## src/rtl/dpsgb_pkg.sv

```systemverilog
package dpsgb_pkg;

  // ==========================================================
  // Parameter addresses
  localparam logic [15:0] ADDR_NV_SAVE = 16'h0402;
  localparam logic [15:0] ADDR_FACTORY = 16'h0404;
  localparam logic [15:0] ADDR_USER_RESTORE = 16'h0410;
  localparam logic [15:0] ADDR_DC_UPPER = 16'h1006;
  localparam logic [15:0] ADDR_DC_CUTOFF = 16'h1008;
  localparam logic [15:0] ADDR_TEMP_WARN = 16'h100C;
  localparam logic [15:0] ADDR_TEMP_LIMIT = 16'h100E;
  localparam logic [15:0] ADDR_DC_QSTOP = 16'h1014;
  localparam logic [15:0] ADDR_WORD_ORDER = 16'h190A;
  localparam logic [15:0] ADDR_SCAN_WDOG = 16'h190E;

  // ==========================================================
  // Field positions and command values
  localparam int CMD_BIT = 0;
  localparam int ORDER_BIT = 0;
  localparam logic [15:0] FACTORY_YES = 16'h0001;
  localparam logic [15:0] FACTORY_MAX = 16'h0003;
  localparam logic HIGH_WORD_FIRST = 1'b0;
  localparam logic LOW_WORD_FIRST = 1'b1;
  localparam logic [15:0] WORD_ORDER_MAX = 16'h0001;
  localparam logic [15:0] SCAN_WDOG_MAX = 16'h2710;

  // ==========================================================
  // Reset and default values
  localparam logic [15:0] WORD_ORDER_RST = 16'h0000;
  localparam logic [15:0] SCAN_WDOG_RST = 16'h0000;
  localparam logic [15:0] DC_UPPER_DEF = 16'h0FA0;
  localparam logic [15:0] DC_CUTOFF_DEF = 16'h0190;
  localparam logic [15:0] DC_QSTOP_DEF = 16'h01C2;
  localparam logic signed [15:0] TEMP_WARN_DEF = 16'sh0050;
  localparam logic signed [15:0] TEMP_LIMIT_DEF = 16'sh005A;

  // ==========================================================
  // Timing
  localparam int CLK_PERIOD_PS = 4000;
  localparam int MS_PS = 1000000000;
  localparam int MS_CYCLES_DEF = MS_PS / CLK_PERIOD_PS;

  // ==========================================================
  // State types
  typedef enum logic [1:0] {
    DPSGB_WD_OFF,
    DPSGB_WD_WAIT,
    DPSGB_WD_ARMED
  } dpsgb_wd_state_t;

  typedef enum logic {
    DPSGB_NV_IDLE,
    DPSGB_NV_WRITE
  } dpsgb_nv_state_t;

endpackage

```

## src/rtl/dpsgb_param_bank.sv

```systemverilog
// How it works
// - Watchdog time 0 turns supervision off; 1 to 10000 is a timeout in ms.
// - Supervision arms at the first scan message once the watchdog is on.
// - After a guard timeout it waits unarmed for the next scan message.
// - Word order 0 sends and takes dwords high word first, 1 low first.
// - Stage temperature limit and warning read as signed 16-bit Celsius.
// - DC bus limits read back as unsigned 16-bit values in 100 mV steps.
// - The drive is switched off at or below the DC bus cutoff level.
// - A quick stop is raised at or below the DC bus quick-stop level.
// - Setting bit 0 of the save command copies persistent values to memory.
// - The save command reads zero once saving is done; the master polls it.
// - Factory restore 1 stores defaults in memory; 0 does nothing.
// - Factory restore acts only when written from the commissioning channel.
// - Restored defaults reach live values only after the next power-on.
// - User restore bit 0 resets persistent values but not comm settings.
// - A user restore never writes to nonvolatile memory.
// - Watchdog time is a read-write 16-bit value at parameter address 6414.
`timescale 1ns/100ps
module dpsgb_param_bank #(
  parameter int MS_CYCLES = dpsgb_pkg::MS_CYCLES_DEF
) (
  input wire logic ref_clk,
  input wire logic rst_n,
  // Parameter access port
  input wire logic param_req,
  input wire logic param_wr,
  input wire logic [15:0] param_addr,
  input wire logic [15:0] param_wdata,
  input wire logic param_from_commissioning,
  output logic param_ack,
  output logic [15:0] param_rdata,
  // I/O scanning supervision
  input wire logic scan_msg,
  output logic guard_error,
  output logic scan_armed,
  // Dword word ordering on the link
  input wire logic [31:0] tx_dword,
  output logic [15:0] tx_word_first,
  output logic [15:0] tx_word_second,
  input wire logic [15:0] rx_word_first,
  input wire logic [15:0] rx_word_second,
  output logic [31:0] rx_dword,
  // DC bus supervision
  input wire logic [15:0] dc_bus_voltage,
  output logic drive_off,
  output logic quick_stop,
  // Persistent parameter control
  output logic user_restore_pulse,
  output logic nvm_req,
  input wire logic nvm_ack,
  output logic [15:0] nvm_word_order,
  output logic [15:0] nvm_scan_time
);
  import dpsgb_pkg::*;

  // ==========================================================
  // Shared helpers

  // Orders a dword as link words, first word in the upper half
  function automatic logic [31:0] order_words(input logic [31:0] value,
                                              input logic low_first);
    order_words = low_first ? {value[15:0], value[31:16]} : value;
  endfunction

  // ==========================================================
  // Registers
  logic [15:0] word_order_reg, word_order_next;
  logic [15:0] scan_wdog_reg, scan_wdog_next;
  logic ack_reg;
  logic [15:0] rdata_reg, rdata_next;
  logic [15:0] tx_first_reg, tx_second_reg;
  logic [31:0] rx_dword_reg;
  logic drive_off_reg, quick_stop_reg;
  logic user_pulse_reg;

  logic save_busy;
  logic factory_busy;

  // ==========================================================
  // Access decode
  wire wr_cycle = param_req && param_wr;
  wire rd_cycle = param_req && !param_wr;
  wire hit_save = (param_addr == ADDR_NV_SAVE);
  wire hit_factory = (param_addr == ADDR_FACTORY);
  wire hit_user = (param_addr == ADDR_USER_RESTORE);
  wire hit_order = (param_addr == ADDR_WORD_ORDER);
  wire hit_wdog = (param_addr == ADDR_SCAN_WDOG);
  wire hit_dc_upper = (param_addr == ADDR_DC_UPPER);
  wire hit_dc_cutoff = (param_addr == ADDR_DC_CUTOFF);
  wire hit_temp_warn = (param_addr == ADDR_TEMP_WARN);
  wire hit_temp_limit = (param_addr == ADDR_TEMP_LIMIT);
  wire hit_dc_qstop = (param_addr == ADDR_DC_QSTOP);

  // Write strobes with value checks; out-of-range writes are dropped
  wire wr_order_ok = wr_cycle && hit_order &&
                     (param_wdata <= WORD_ORDER_MAX);
  wire wr_wdog_ok = wr_cycle && hit_wdog &&
                    (param_wdata <= SCAN_WDOG_MAX);
  wire save_start = wr_cycle && hit_save &&
                    param_wdata[CMD_BIT];
  wire factory_start = wr_cycle && hit_factory &&
                       (param_wdata == FACTORY_YES) &&
                       param_from_commissioning;
  wire user_start = wr_cycle && hit_user &&
                    param_wdata[CMD_BIT];
  wire low_first = word_order_reg[ORDER_BIT];

  // ==========================================================
  // Next values of the writable parameters

  // Live values change only by direct writes; factory restore only
  // rewrites the stored image, so the running values stand until
  // power-on, and user restore leaves these communication values alone
  assign word_order_next = wr_order_ok ? param_wdata :
                           word_order_reg;
  assign scan_wdog_next = wr_wdog_ok ? param_wdata :
                          scan_wdog_reg;

  // Read multiplexer; unmapped addresses read zero
  always_comb begin
    rdata_next = 16'h0000;
    case (1'b1)
      hit_save: rdata_next = {15'h0000, save_busy};
      hit_factory: rdata_next = {15'h0000, factory_busy};
      hit_user: rdata_next = 16'h0000;
      hit_order: rdata_next = word_order_reg;
      hit_wdog: rdata_next = scan_wdog_reg;
      hit_dc_upper: rdata_next = DC_UPPER_DEF;
      hit_dc_cutoff: rdata_next = DC_CUTOFF_DEF;
      hit_dc_qstop: rdata_next = DC_QSTOP_DEF;
      hit_temp_warn: rdata_next = TEMP_WARN_DEF;
      hit_temp_limit: rdata_next = TEMP_LIMIT_DEF;
      default: rdata_next = 16'h0000;
    endcase
  end

  // Parameter storage
  always_ff @(posedge ref_clk or negedge rst_n) begin
    if (!rst_n) begin
      word_order_reg <= WORD_ORDER_RST;
      scan_wdog_reg <= SCAN_WDOG_RST;
    end else begin
      word_order_reg <= word_order_next;
      scan_wdog_reg <= scan_wdog_next;
    end
  end

  // Access answer, one cycle after the request
  always_ff @(posedge ref_clk or negedge rst_n) begin
    if (!rst_n) begin
      ack_reg <= 1'b0;
      rdata_reg <= 16'h0000;
    end else begin
      ack_reg <= param_req;
      if (rd_cycle) begin
        rdata_reg <= rdata_next;
      end
    end
  end

  // User restore strobe to the drive's other persistent values
  always_ff @(posedge ref_clk or negedge rst_n) begin
    if (!rst_n) begin
      user_pulse_reg <= 1'b0;
    end else begin
      user_pulse_reg <= user_start;
    end
  end

  // ==========================================================
  // Word ordering of 32-bit values
  wire [31:0] tx_ordered = order_words(tx_dword, low_first);
  wire [31:0] rx_ordered = order_words({rx_word_first, rx_word_second},
                                       low_first);

  // Registered link words and received dword
  always_ff @(posedge ref_clk or negedge rst_n) begin
    if (!rst_n) begin
      tx_first_reg <= 16'h0000;
      tx_second_reg <= 16'h0000;
      rx_dword_reg <= 32'h00000000;
    end else begin
      tx_first_reg <= tx_ordered[31:16];
      tx_second_reg <= tx_ordered[15:0];
      rx_dword_reg <= rx_ordered;
    end
  end

  // ==========================================================
  // DC bus supervision
  wire at_cutoff = (dc_bus_voltage <= DC_CUTOFF_DEF);
  wire at_qstop = (dc_bus_voltage <= DC_QSTOP_DEF);

  // Registered supervision levels
  always_ff @(posedge ref_clk or negedge rst_n) begin
    if (!rst_n) begin
      drive_off_reg <= 1'b0;
      quick_stop_reg <= 1'b0;
    end else begin
      drive_off_reg <= at_cutoff;
      quick_stop_reg <= at_qstop;
    end
  end

  // ==========================================================
  // Sub-blocks

  // I/O scan timeout supervision
  dpsgb_scan_watchdog #(
    .MS_CYCLES(MS_CYCLES)
  ) u_watchdog (
    .ref_clk(ref_clk),
    .rst_n(rst_n),
    .wdog_time(scan_wdog_reg),
    .scan_msg(scan_msg),
    .guard_error(guard_error),
    .armed(scan_armed)
  );

  // The user restore never reaches this writer
  dpsgb_nv_writer u_nv_writer (
    .ref_clk(ref_clk),
    .rst_n(rst_n),
    .save_start(save_start),
    .factory_start(factory_start),
    .cur_word_order(word_order_reg),
    .cur_scan_time(scan_wdog_reg),
    .nvm_ack(nvm_ack),
    .nvm_req(nvm_req),
    .nvm_word_order(nvm_word_order),
    .nvm_scan_time(nvm_scan_time),
    .save_busy(save_busy),
    .factory_busy(factory_busy)
  );

  // ==========================================================
  // Outputs
  assign param_ack = ack_reg;
  assign param_rdata = rdata_reg;
  assign tx_word_first = tx_first_reg;
  assign tx_word_second = tx_second_reg;
  assign rx_dword = rx_dword_reg;
  assign drive_off = drive_off_reg;
  assign quick_stop = quick_stop_reg;
  assign user_restore_pulse = user_pulse_reg;

  // ==========================================================
  // Checks
  a_wdog_range_guard: assert property (
    @(posedge ref_clk) disable iff (!rst_n)
    wr_cycle && hit_wdog && param_wdata > SCAN_WDOG_MAX
    |=> $stable(scan_wdog_reg))
    else $error("watchdog time above 10000 was accepted");
  a_wdog_write_takes: assert property (
    @(posedge ref_clk) disable iff (!rst_n)
    wr_cycle && hit_wdog && param_wdata <= SCAN_WDOG_MAX
    |=> scan_wdog_reg == $past(param_wdata))
    else $error("watchdog time write lost");
  a_wdog_readback: assert property (
    @(posedge ref_clk) disable iff (!rst_n)
    rd_cycle && hit_wdog |=> param_rdata == $past(scan_wdog_reg))
    else $error("watchdog time reads wrong");
  a_order_range: assert property (
    @(posedge ref_clk) disable iff (!rst_n)
    wr_cycle && hit_order && param_wdata > WORD_ORDER_MAX
    |=> $stable(word_order_reg))
    else $error("word order above 1 was accepted");
  a_order_write_takes: assert property (
    @(posedge ref_clk) disable iff (!rst_n)
    wr_cycle && hit_order && param_wdata <= WORD_ORDER_MAX
    |=> word_order_reg == $past(param_wdata))
    else $error("word order write lost");
  a_word_order_tx: assert property (
    @(posedge ref_clk) disable iff (!rst_n)
    $stable(word_order_reg) && word_order_reg[ORDER_BIT] == LOW_WORD_FIRST
    |=> tx_word_first == $past(tx_dword[15:0]))
    else $error("low word not sent first");
  a_order_tx_high: assert property (
    @(posedge ref_clk) disable iff (!rst_n)
    $stable(word_order_reg) && word_order_reg[ORDER_BIT] == HIGH_WORD_FIRST
    |=> tx_word_first == $past(tx_dword[31:16]))
    else $error("high word not sent first");
  a_word_order_hi: assert property (
    @(posedge ref_clk) disable iff (!rst_n)
    $stable(word_order_reg) && word_order_reg[ORDER_BIT] == HIGH_WORD_FIRST
    |=> rx_dword[31:16] == $past(rx_word_first))
    else $error("high word not taken first");
  a_order_rx_low: assert property (
    @(posedge ref_clk) disable iff (!rst_n)
    $stable(word_order_reg) && word_order_reg[ORDER_BIT] == LOW_WORD_FIRST
    |=> rx_dword[31:16] == $past(rx_word_second))
    else $error("low word not taken first");
  a_cutoff_off: assert property (
    @(posedge ref_clk) disable iff (!rst_n)
    dc_bus_voltage <= DC_CUTOFF_DEF |=> drive_off)
    else $error("drive not switched off at cutoff");
  a_cutoff_clear: assert property (
    @(posedge ref_clk) disable iff (!rst_n)
    dc_bus_voltage > DC_CUTOFF_DEF |=> !drive_off)
    else $error("drive switched off above cutoff");
  a_qstop_level: assert property (
    @(posedge ref_clk) disable iff (!rst_n)
    $past(rst_n) |-> quick_stop == $past(dc_bus_voltage <= DC_QSTOP_DEF))
    else $error("quick stop does not follow its level");
  a_save_starts: assert property (
    @(posedge ref_clk) disable iff (!rst_n)
    save_start && !nvm_req |=> nvm_req ##0 save_busy)
    else $error("save command did not start a memory write");
  a_save_done_zero: assert property (
    @(posedge ref_clk) disable iff (!rst_n)
    rd_cycle && hit_save && !save_busy |=> param_rdata == 16'h0000)
    else $error("finished save does not read zero");
  a_factory_channel: assert property (
    @(posedge ref_clk) disable iff (!rst_n)
    wr_cycle && hit_factory && !param_from_commissioning && !nvm_req
    |=> !factory_busy)
    else $error("factory restore from a foreign channel");
  a_factory_zero_idle: assert property (
    @(posedge ref_clk) disable iff (!rst_n)
    wr_cycle && hit_factory && param_wdata == 16'h0000 && !nvm_req
    |=> !nvm_req)
    else $error("factory restore 0 caused an action");
  a_factory_live_kept: assert property (
    @(posedge ref_clk) disable iff (!rst_n)
    factory_start |=> word_order_reg == $past(word_order_reg)
    && scan_wdog_reg == $past(scan_wdog_reg))
    else $error("factory defaults applied before power-on");
  a_user_no_store: assert property (
    @(posedge ref_clk) disable iff (!rst_n)
    user_start && !nvm_req |=> !nvm_req ##1 !nvm_req)
    else $error("user restore wrote to memory");
  a_user_pulse_once: assert property (
    @(posedge ref_clk) disable iff (!rst_n)
    user_start |=> user_restore_pulse && $stable(word_order_reg))
    else $error("user restore pulse missing or comm value changed");
  a_ro_limits: assert property (
    @(posedge ref_clk) disable iff (!rst_n)
    rd_cycle && hit_temp_limit |=> $signed(param_rdata) == TEMP_LIMIT_DEF)
    else $error("temperature limit reads wrong");
  a_temp_warn_ro: assert property (
    @(posedge ref_clk) disable iff (!rst_n)
    rd_cycle && hit_temp_warn |=> $signed(param_rdata) == TEMP_WARN_DEF)
    else $error("temperature warning level reads wrong");
  a_ro_dc_upper: assert property (
    @(posedge ref_clk) disable iff (!rst_n)
    rd_cycle && hit_dc_upper |=> param_rdata == DC_UPPER_DEF)
    else $error("dc bus upper limit reads wrong");
  a_dc_cutoff_ro: assert property (
    @(posedge ref_clk) disable iff (!rst_n)
    rd_cycle && hit_dc_cutoff |=> param_rdata == DC_CUTOFF_DEF)
    else $error("dc bus cutoff level reads wrong");
  a_dc_qstop_ro: assert property (
    @(posedge ref_clk) disable iff (!rst_n)
    rd_cycle && hit_dc_qstop |=> param_rdata == DC_QSTOP_DEF)
    else $error("dc bus quick-stop level reads wrong");

endmodule // dpsgb_param_bank

```

## src/rtl/dpsgb_scan_watchdog.sv

```systemverilog
`timescale 1ns/100ps
module dpsgb_scan_watchdog #(
  parameter int MS_CYCLES = dpsgb_pkg::MS_CYCLES_DEF
) (
  input wire logic ref_clk,
  input wire logic rst_n,
  input wire logic [15:0] wdog_time,
  input wire logic scan_msg,
  output logic guard_error,
  output logic armed
);
  import dpsgb_pkg::*;

  localparam logic [19:0] PRESCALE_LAST = 20'(MS_CYCLES - 1);

  dpsgb_wd_state_t state_reg, state_next;
  logic [19:0] pre_reg, pre_next;
  logic [15:0] ms_reg, ms_next;
  logic error_reg, error_next;
  wire enabled = (wdog_time != 16'h0000);
  wire ms_tick = (pre_reg == PRESCALE_LAST);
  wire elapsed = ms_tick && ((ms_reg + 16'h0001) >= wdog_time);

  // ==========================================================
  // Arming and timeout sequence
  always_comb begin
    state_next = state_reg;
    pre_next = pre_reg;
    ms_next = ms_reg;
    error_next = 1'b0;
    case (state_reg)
      DPSGB_WD_OFF: begin
        if (enabled) begin
          state_next = DPSGB_WD_WAIT;
        end
      end
      DPSGB_WD_WAIT: begin
        pre_next = 20'h00000;
        ms_next = 16'h0000;
        if (!enabled) begin
          state_next = DPSGB_WD_OFF;
        end else if (scan_msg) begin
          state_next = DPSGB_WD_ARMED;
        end
      end
      DPSGB_WD_ARMED: begin
        if (!enabled) begin
          state_next = DPSGB_WD_OFF;
        end else if (scan_msg) begin
          pre_next = 20'h00000;
          ms_next = 16'h0000;
        end else if (elapsed) begin
          error_next = 1'b1;
          state_next = DPSGB_WD_WAIT;
        end else if (ms_tick) begin
          pre_next = 20'h00000;
          ms_next = ms_reg + 16'h0001;
        end else begin
          pre_next = pre_reg + 20'h00001;
        end
      end
      default: begin
        state_next = DPSGB_WD_OFF;
      end
    endcase
  end

  // State registers
  always_ff @(posedge ref_clk or negedge rst_n) begin
    if (!rst_n) begin
      state_reg <= DPSGB_WD_OFF;
      pre_reg <= 20'h00000;
      ms_reg <= 16'h0000;
      error_reg <= 1'b0;
    end else begin
      state_reg <= state_next;
      pre_reg <= pre_next;
      ms_reg <= ms_next;
      error_reg <= error_next;
    end
  end

  assign guard_error = error_reg;
  assign armed = (state_reg == DPSGB_WD_ARMED);

  // ==========================================================
  // Checks
  a_error_needs_arm: assert property (
    @(posedge ref_clk) disable iff (!rst_n)
    guard_error |-> $past(state_reg) == DPSGB_WD_ARMED)
    else $error("guard error without armed supervision");
  a_wait_arms: assert property (
    @(posedge ref_clk) disable iff (!rst_n)
    state_reg == DPSGB_WD_WAIT && enabled && scan_msg |=> armed)
    else $error("first scan message did not arm supervision");
  a_error_disarms: assert property (
    @(posedge ref_clk) disable iff (!rst_n)
    guard_error |-> !armed)
    else $error("supervision still armed after guard error");
  a_zero_disables: assert property (
    @(posedge ref_clk) disable iff (!rst_n)
    !enabled |=> !armed && !guard_error)
    else $error("zero watchdog time did not disable supervision");

endmodule // dpsgb_scan_watchdog

```

## src/rtl/dpsgb_nv_writer.sv

```systemverilog
`timescale 1ns/100ps
module dpsgb_nv_writer (
  input wire logic ref_clk,
  input wire logic rst_n,
  input wire logic save_start,
  input wire logic factory_start,
  input wire logic [15:0] cur_word_order,
  input wire logic [15:0] cur_scan_time,
  input wire logic nvm_ack,
  output logic nvm_req,
  output logic [15:0] nvm_word_order,
  output logic [15:0] nvm_scan_time,
  output logic save_busy,
  output logic factory_busy
);
  import dpsgb_pkg::*;

  dpsgb_nv_state_t state_reg;
  logic kind_reg;
  logic [15:0] order_reg;
  logic [15:0] scan_reg;
  wire idle = (state_reg == DPSGB_NV_IDLE);
  wire start = idle && (save_start || factory_start);

  // ==========================================================
  // Image capture and write request, held until the memory acks
  always_ff @(posedge ref_clk or negedge rst_n) begin
    if (!rst_n) begin
      state_reg <= DPSGB_NV_IDLE;
      kind_reg <= 1'b0;
      order_reg <= WORD_ORDER_RST;
      scan_reg <= SCAN_WDOG_RST;
    end else begin
      case (state_reg)
        DPSGB_NV_IDLE: begin
          if (start) begin
            state_reg <= DPSGB_NV_WRITE;
            kind_reg <= factory_start;
            order_reg <= factory_start ? WORD_ORDER_RST : cur_word_order;
            scan_reg <= factory_start ? SCAN_WDOG_RST : cur_scan_time;
          end
        end
        DPSGB_NV_WRITE: begin
          if (nvm_ack) begin
            state_reg <= DPSGB_NV_IDLE;
          end
        end
        default: begin
          state_reg <= DPSGB_NV_IDLE;
        end
      endcase
    end
  end

  assign nvm_req = !idle;
  assign nvm_word_order = order_reg;
  assign nvm_scan_time = scan_reg;
  assign save_busy = !idle && !kind_reg;
  assign factory_busy = !idle && kind_reg;

  // ==========================================================
  // Checks
  a_req_holds: assert property (
    @(posedge ref_clk) disable iff (!rst_n)
    nvm_req && !nvm_ack |=> nvm_req)
    else $error("memory request dropped before ack");

endmodule // dpsgb_nv_writer

```

## config.mk

```make
export PLATFORM = sky130hd
export DESIGN_NAME = dpsgb_param_bank
export DESIGN_NICKNAME = d
export VERILOG_FILES = /design/src/rtl/dpsgb_pkg.sv /design/src/rtl/dpsgb_param_bank.sv /design/src/rtl/dpsgb_scan_watchdog.sv /design/src/rtl/dpsgb_nv_writer.sv
export SDC_FILE = /design/constraint.sdc
export NUM_CORES = 1
export LEC_CHECK = 0
export ABC_CLOCK_PERIOD_IN_PS = 4400
export BUFFER_PORTS_ARGS = -buffer_cell sky130_fd_sc_hd__buf_4
export CAP_MARGIN = 10
export CELL_PAD_IN_SITES_DETAIL_PLACEMENT = 1
export CELL_PAD_IN_SITES_GLOBAL_PLACEMENT = 2
export CORE_MARGIN = 1.5
export CORE_UTILIZATION = 33
export DETAILED_ROUTE_END_ITERATION = 6
export GPL_TIMING_DRIVEN = 0
export HOLD_SLACK_MARGIN = 0.03
export PLACE_DENSITY_LB_ADDON = 0.08
export SETUP_SLACK_MARGIN = 0.15
export SLEW_MARGIN = 30
export SYNTH_ARGS = -nofsm -noshare
export SYNTH_HDL_FRONTEND = slang
export SYNTH_SLANG_ARGS = --single-unit
```

## constraint.sdc

```tcl
create_clock -name ref_clk -period 4.4 [get_ports ref_clk]
set_clock_uncertainty 0.05 [all_clocks]
set_input_delay 0.22 -clock ref_clk [delete_from_list [all_inputs] [get_ports ref_clk]]
set_output_delay 0.22 -clock ref_clk [all_outputs]
set_load 0.02 [all_outputs]
```

# After elaboration in Yosys (flattened, before gate mapping)
# Cells that the tools add are included.
[classes]
n_eq_ne = 21
add_sub_neg = 2
div = 0
reduce_logical = 27
n_shift = 0
mul = 0
bitwise_logic = 1
magnitude_cmp = 5
mux = 38
[op_table]
columns = ["op", "n"]
rows = [
  ["2-to-1 mux 16 bit", 14],
  ["== test 16 x 13 -> 1 bit, second input constant", 7],
  ["2-to-1 mux 20 bit", 4],
  ["2-to-1 mux 32 bit", 2],
  ["== test 16 x 11 -> 1 bit, second input constant", 3],
  ["one-hot mux 20 bit (2 select lines)", 1],
  ["<= comparator 16 x 9 -> 1 bit, second input constant", 2],
  ["one-hot mux 16 bit (2 select lines)", 1],
  ["adder 20 x 1 -> 20 bit, second input constant", 1],
  ["== test 20 x 18 -> 1 bit, second input constant", 1],
  ["logical AND 1 bit", 17],
  ["adder 16 x 1 -> 16 bit, second input constant", 1],
  ["== test 16 x 1 -> 1 bit, second input constant", 1],
  [">= comparator 16 bit", 1],
  ["<= comparator 16 x 1 -> 1 bit, second input constant", 1],
  ["<= comparator 16 x 14 -> 1 bit, second input constant", 1],
  ["nonzero test 16 bit", 1],
  ["2-to-1 mux 7 bit", 2],
  ["2-to-1 mux 2 bit", 6],
  ["!= test 3 bit, second input constant", 4],
  ["AND reduction 4 bit", 2],
  ["2-to-1 mux 1 bit", 6],
  ["one-hot mux 2 bit (3 select lines)", 1],
  ["!= test 2 x 1 -> 1 bit, second input constant", 2],
  ["11 further kinds", 12],
]
[totals]
romBits = 0
register_bits = 189
output_inout_bits = 119
memories = 0
latchBits = 0
mem_bits_rw = 0
in_bits = 119

# Depth between registers and ports, before layout
[logic_depth]
word_depth = 11
ltp_mapped = 14
depth_no_buf = 13

# Modules after synthesis
# From an unflattened synthesis, not the netlist that was laid out.
[hier_totals]
cells_unflattened = 894
area_unflattened_um2 = 9769.4
[by_module_without_submodules]
columns = ["module", "area_each_um2", "seq_area_each_um2", "n_inst", "cells_per_inst"]
rows = [
  ["dpsgb_param_bank", 4889.7, 2902.8, 1, 377],
  ["dpsgb_scan_watchdog", 2919.0, 975.9, 1, 328],
  ["dpsgb_nv_writer", 1960.6, 850.8, 1, 189],
]

# Worst setup path before layout
# OpenSTA, ideal clock, no wires.
[synth_timing]
kind = "reg2reg"
startpoint = "register u_watchdog.ms_reg[0]"
endpoint = "register u_watchdog.ms_reg[13]"
required_time_ps = 4228
t_arrival_ps = 3340
setup_time_ps = 122
n_path_buf = 1
path_slack_ps = 888
stages_incl_launch_ff = 14
period_less_slack_ps = 3512
cell_sequence = "dfrtp_1 -> and3_1 -> nand4_1 -> nand2b_1 -> or2_1 -> xnor2_1 -> ha_1 -> nand4_1 -> nor3_1 -> or4b_1 -> nand3_1 -> clkbuf_1 -> mux2i_1 -> nand2_1"
[synth_via]
elab_chain_cells = 6
word_cells_on_any_way = 10
[synth_rtl]
columns = ["element", "line", "text"]
rows = [
  ["start, declared", "dpsgb_scan_watchdog.sv:18", "logic [15:0] ms_reg, ms_next;"],
  ["start signal, assigned", "dpsgb_scan_watchdog.sv:78", "ms_reg <= ms_next;"],
  ["adder 16 x 1 -> 16 bit *", "dpsgb_scan_watchdog.sv:22, dpsgb_scan_watchdog.sv:57", ""],
  ["parallel branches: the longest is 5 deep, another holds >= comparator 16 bit", "--", ""],
]
# Mark *: on every way between the ends. The select of a mux whose other input is x is not followed.
# A chain may end at the register's enable or synchronous reset.

# Worst setup path after layout
# Ends and elaborated chain as after synthesis.

==> results.md <==
- Status: completed
- Unrepaired setup endpoints after global routing: false
- Clock-pin slew on the worst setup and hold paths: about 90 ps
- PD cells: 326 nW/um2
- Design Power: 4210 uW
- Hpwl dp: between 20000 and 25000 um
- WS Path Type: register to register
- Number of global-route vias before repair: approximately 8600
- Antenna cells: 0
- Hold EP: user_restore_pulse
- Pin count of the biggest net entering global routing: just under 70
- Final min period: around 4000 ps
- Most frequent cells in the layout: buf_4 (238), dfrtp_1 (189), dlygate4sd3_1 (119), nand2_1 (73), mux2_2 (45)
- Mapped Cells: 770
- Crit. End Element: register
- Synth warn: 0
- Initial antenna violation count: 0
- Commonest non-fill, non-tap cell in the layout: buf_4
- Final Max Slew Viols: 0
- Slowest CP cell: or4b_1
- F_max: ~250 MHz
- Peak VDD IR: ~0.19 mV
- Reg area: approximately 4700 um2
- Worst hold path startpoint: param_addr[12]
- Post-synthesis register bit count: 189
- Placeable Area: around 26000 um2
- WL/cell: slightly above 20 um
- Synth Flop Type: dfrtp_1
- Avg Inst Size Synth: between 10 and 15 um2
- Post-DRT Antenna Nets: 0
- FF-to-FF setup slack: 410 ps
- GR Overflow Total: 0
- Count of final hold-check violations: 0
- Starting DRT DRC Count: approximately 330
- HP Class: input pin to register
- Relative slew margins: 0.439
- CTS tree: done
- Die Wd: ~170 um
- Net Sw Power: 1310 uW
- Net Count, Synth: about 910
- CTS Sinks: around 190
- Layout cell share with drive strength beyond 1: 0.298
- Total number of vias: slightly below 8000
- Critical path cell sequence: and3_1 -> nand4_1 -> nand2b_1 -> or2_1 -> xnor2_1 -> ha_1 -> nand4_1 -> nor3_2 -> or4b_1 -> nand3_2 -> buf_2 -> mux2i_1 -> nand2_1
- Reg2reg path depth: 13
- Final setup viols: 0
- Netlist cell types: 64
- Num CTS Buffers: 17
- DIE HEIGHT: around 170 um
- CP required: 4680 ps
- Fillers: 2818
- Clock Path Buffers: 2
- Leak: 0.00592 uW
- Total GRT Usage: 0.229
- Later-pin clock latency in the skew report: roughly 440 ps
- GPL Wtd Cong: between 0.8 and 0.9
- Rows: slightly below 60
- Number of max-cap violations: 0
- Starting density of the core: 0.336
- Switching share of power: 0.312
- Pre-antenna DRT Iters: 4
- Met3 WL post-DR: about 2200 um
- R2r startpoint: u_watchdog.ms_reg[0]
- Top sig layer: met4
- Cell mode on critical path: nand4_1
- Clock power share: 0.403
- Area of the multi-input gates: ~3800 um2
- Area grow syn2layout: 47.4%
- CP delay by family, top: simple AND/OR/NAND/NOR gates
- Sequential share of the synthesized area: 0.539
- P_int: approximately 2900 uW
- Reg-to-Reg End: u_watchdog.ms_reg[13]
- Setup TNS: 0 ps
- Worst path arrival time: between 4000 and 5000 ps
- Metal2 WL: ~15000 um
- Placed cells: 1343
- Post-synth EDFFs: 0
- Area of the mapped netlist: between 8000 and 9000 um2
- PortBufs: between 200 and 250
- Drt drc: 0
- Total wire length: ~31000 um
- Vias/cell: approximately 5.1
- Worst path max stage delay: 530 ps
- Clock Tree Root: clkbuf_16
- Critical path fanouts, max: 10
- Design area: roughly 13000 um2
- Nets: roughly 1300
- CTS HTree Levels: 4
- Critical Path Source Type: register
- Least-Margin Pin Slew: between 800 and 900 ps
- Max FFs per register: 32
- Worst Path Buf+Inv: 1
- Combinational fraction of design power: 0.169
- M1 WL: 13600 um
- Ys async rst share: 1.00
- Top Ports: ~240
- First-pass GRT wire length: ~49000 um
- Post-Layout Cell Count: about 1500
- Hold Crit Depth: 4
- Die Footprint: 27600 um2
- Period utilization: 0.908
- Sequential power share: 0.428
- Area after DPL: approximately 11000 um2
-- cells by family (layout without fill, tap and decap cells) --
logic type                 after synthesis  in the layout  synth area share
and+or+nand+nor                        252            252             0.154
DFF                                    189            189             0.539
buffers and inverters                   58            450            0.0280
xor gates and xnor gates                15             15            0.0150
muxes                                   90             90             0.114
AOI/OAI and AO/OA                      148            148             0.124
adders and majority gates               18             18            0.0257
-- cell type report --
class,count,share of cell area
flip-flops and latches,189,0.366
multi-input cells,523,0.296
repair buffers,360,0.236
clock buffers,17,0.0329
well taps,335,0.0324
clock inverters,15,0.0176
plain buffers,37,0.0132
inverters,21,0.00610
-- worst reg2reg max path, cell delays in order, from the launching register on --
cell and delay (ps):
dfrtp_1 440, and3_1 200, nand4_1 250, nand2b_1 310, or2_1 310, xnor2_1 180
ha_1 310, nand4_1 160, nor3_2 260, or4b_1 530, nand3_2 260, buf_2 320
mux2i_1 230, nand2_1 60
-- power by group through the flow --
stage                     registers, uW  clock network [uW]  logic, uW
after global placement             1840                   0        612
after global routing               1810                1800        774
after CTS                          1800                1740        709
after detailed placement           1840                   0        621
final                              1800                1700        711
after floorplan                    1870                   0        239
-- per-layer routing --
layer	track usage	up-vias
met1	0.296	3828
li1	-	3592
met4	0.0603	0
met3	0.0660	32
met2	0.377	240
met5	0	-
-- stage by stage --
| stage | setup slack (ps) | utilization | hold slack [ps] |
|---|---|---|---|
| after CTS | 190 | 0.494 | 40.7 |
| after global routing | 154 | 0.496 | 80.7 |
| after detailed placement | -91.2 | 0.423 | 140 |
| final | 406 | 0.496 | 59.0 |
| after floorplan | 888 | - | -126 |
| after global placement | -151 | 0.421 | 323 |
-- Yosys cell counts, drive strengths merged, types with 18 or more instances --
master | instances | area share
a22o | 42 | 0.042
clkbuf | 26 | 0.011
inv | 21 | 0.0090
nor2 | 25 | 0.011
nor3 | 25 | 0.015
dfrtp | 189 | 0.54
nand4 | 18 | 0.013
mux2 | 80 | 0.10
nand3 | 26 | 0.015
and2 | 22 | 0.016
o21ai | 29 | 0.017
nand2 | 74 | 0.033
ha | 18 | 0.026
-- timing repair --
item	4_1_cts	5_1_grt
hold buffers	119	0
gates resized for setup	3	9
hold endpoints to repair	144	0
pin swaps	0	1
endpoints found under the setup margin	18	26
buffers inserted	0	3
-- worst max path at each step --
stage | startpoint | to | slack (ps) | cells past startpoint
final | u_watchdog.ms_reg[0] | u_watchdog.ms_reg[13] | 410 | 13
after global routing | u_watchdog.ms_reg[0] | u_watchdog.pre_reg[15] | 150 | 12
after CTS | u_watchdog.ms_reg[0] | u_watchdog.pre_reg[13] | 190 | 12
after detailed placement | u_watchdog.ms_reg[0] | u_watchdog.ms_reg[13] | -90 | 13
after global placement | u_watchdog.ms_reg[0] | u_watchdog.ms_reg[13] | -150 | 13
after floorplan | u_watchdog.ms_reg[0] | u_watchdog.ms_reg[13] | 890 | 13
No activity file was read; power rests on OpenSTA's default activity.
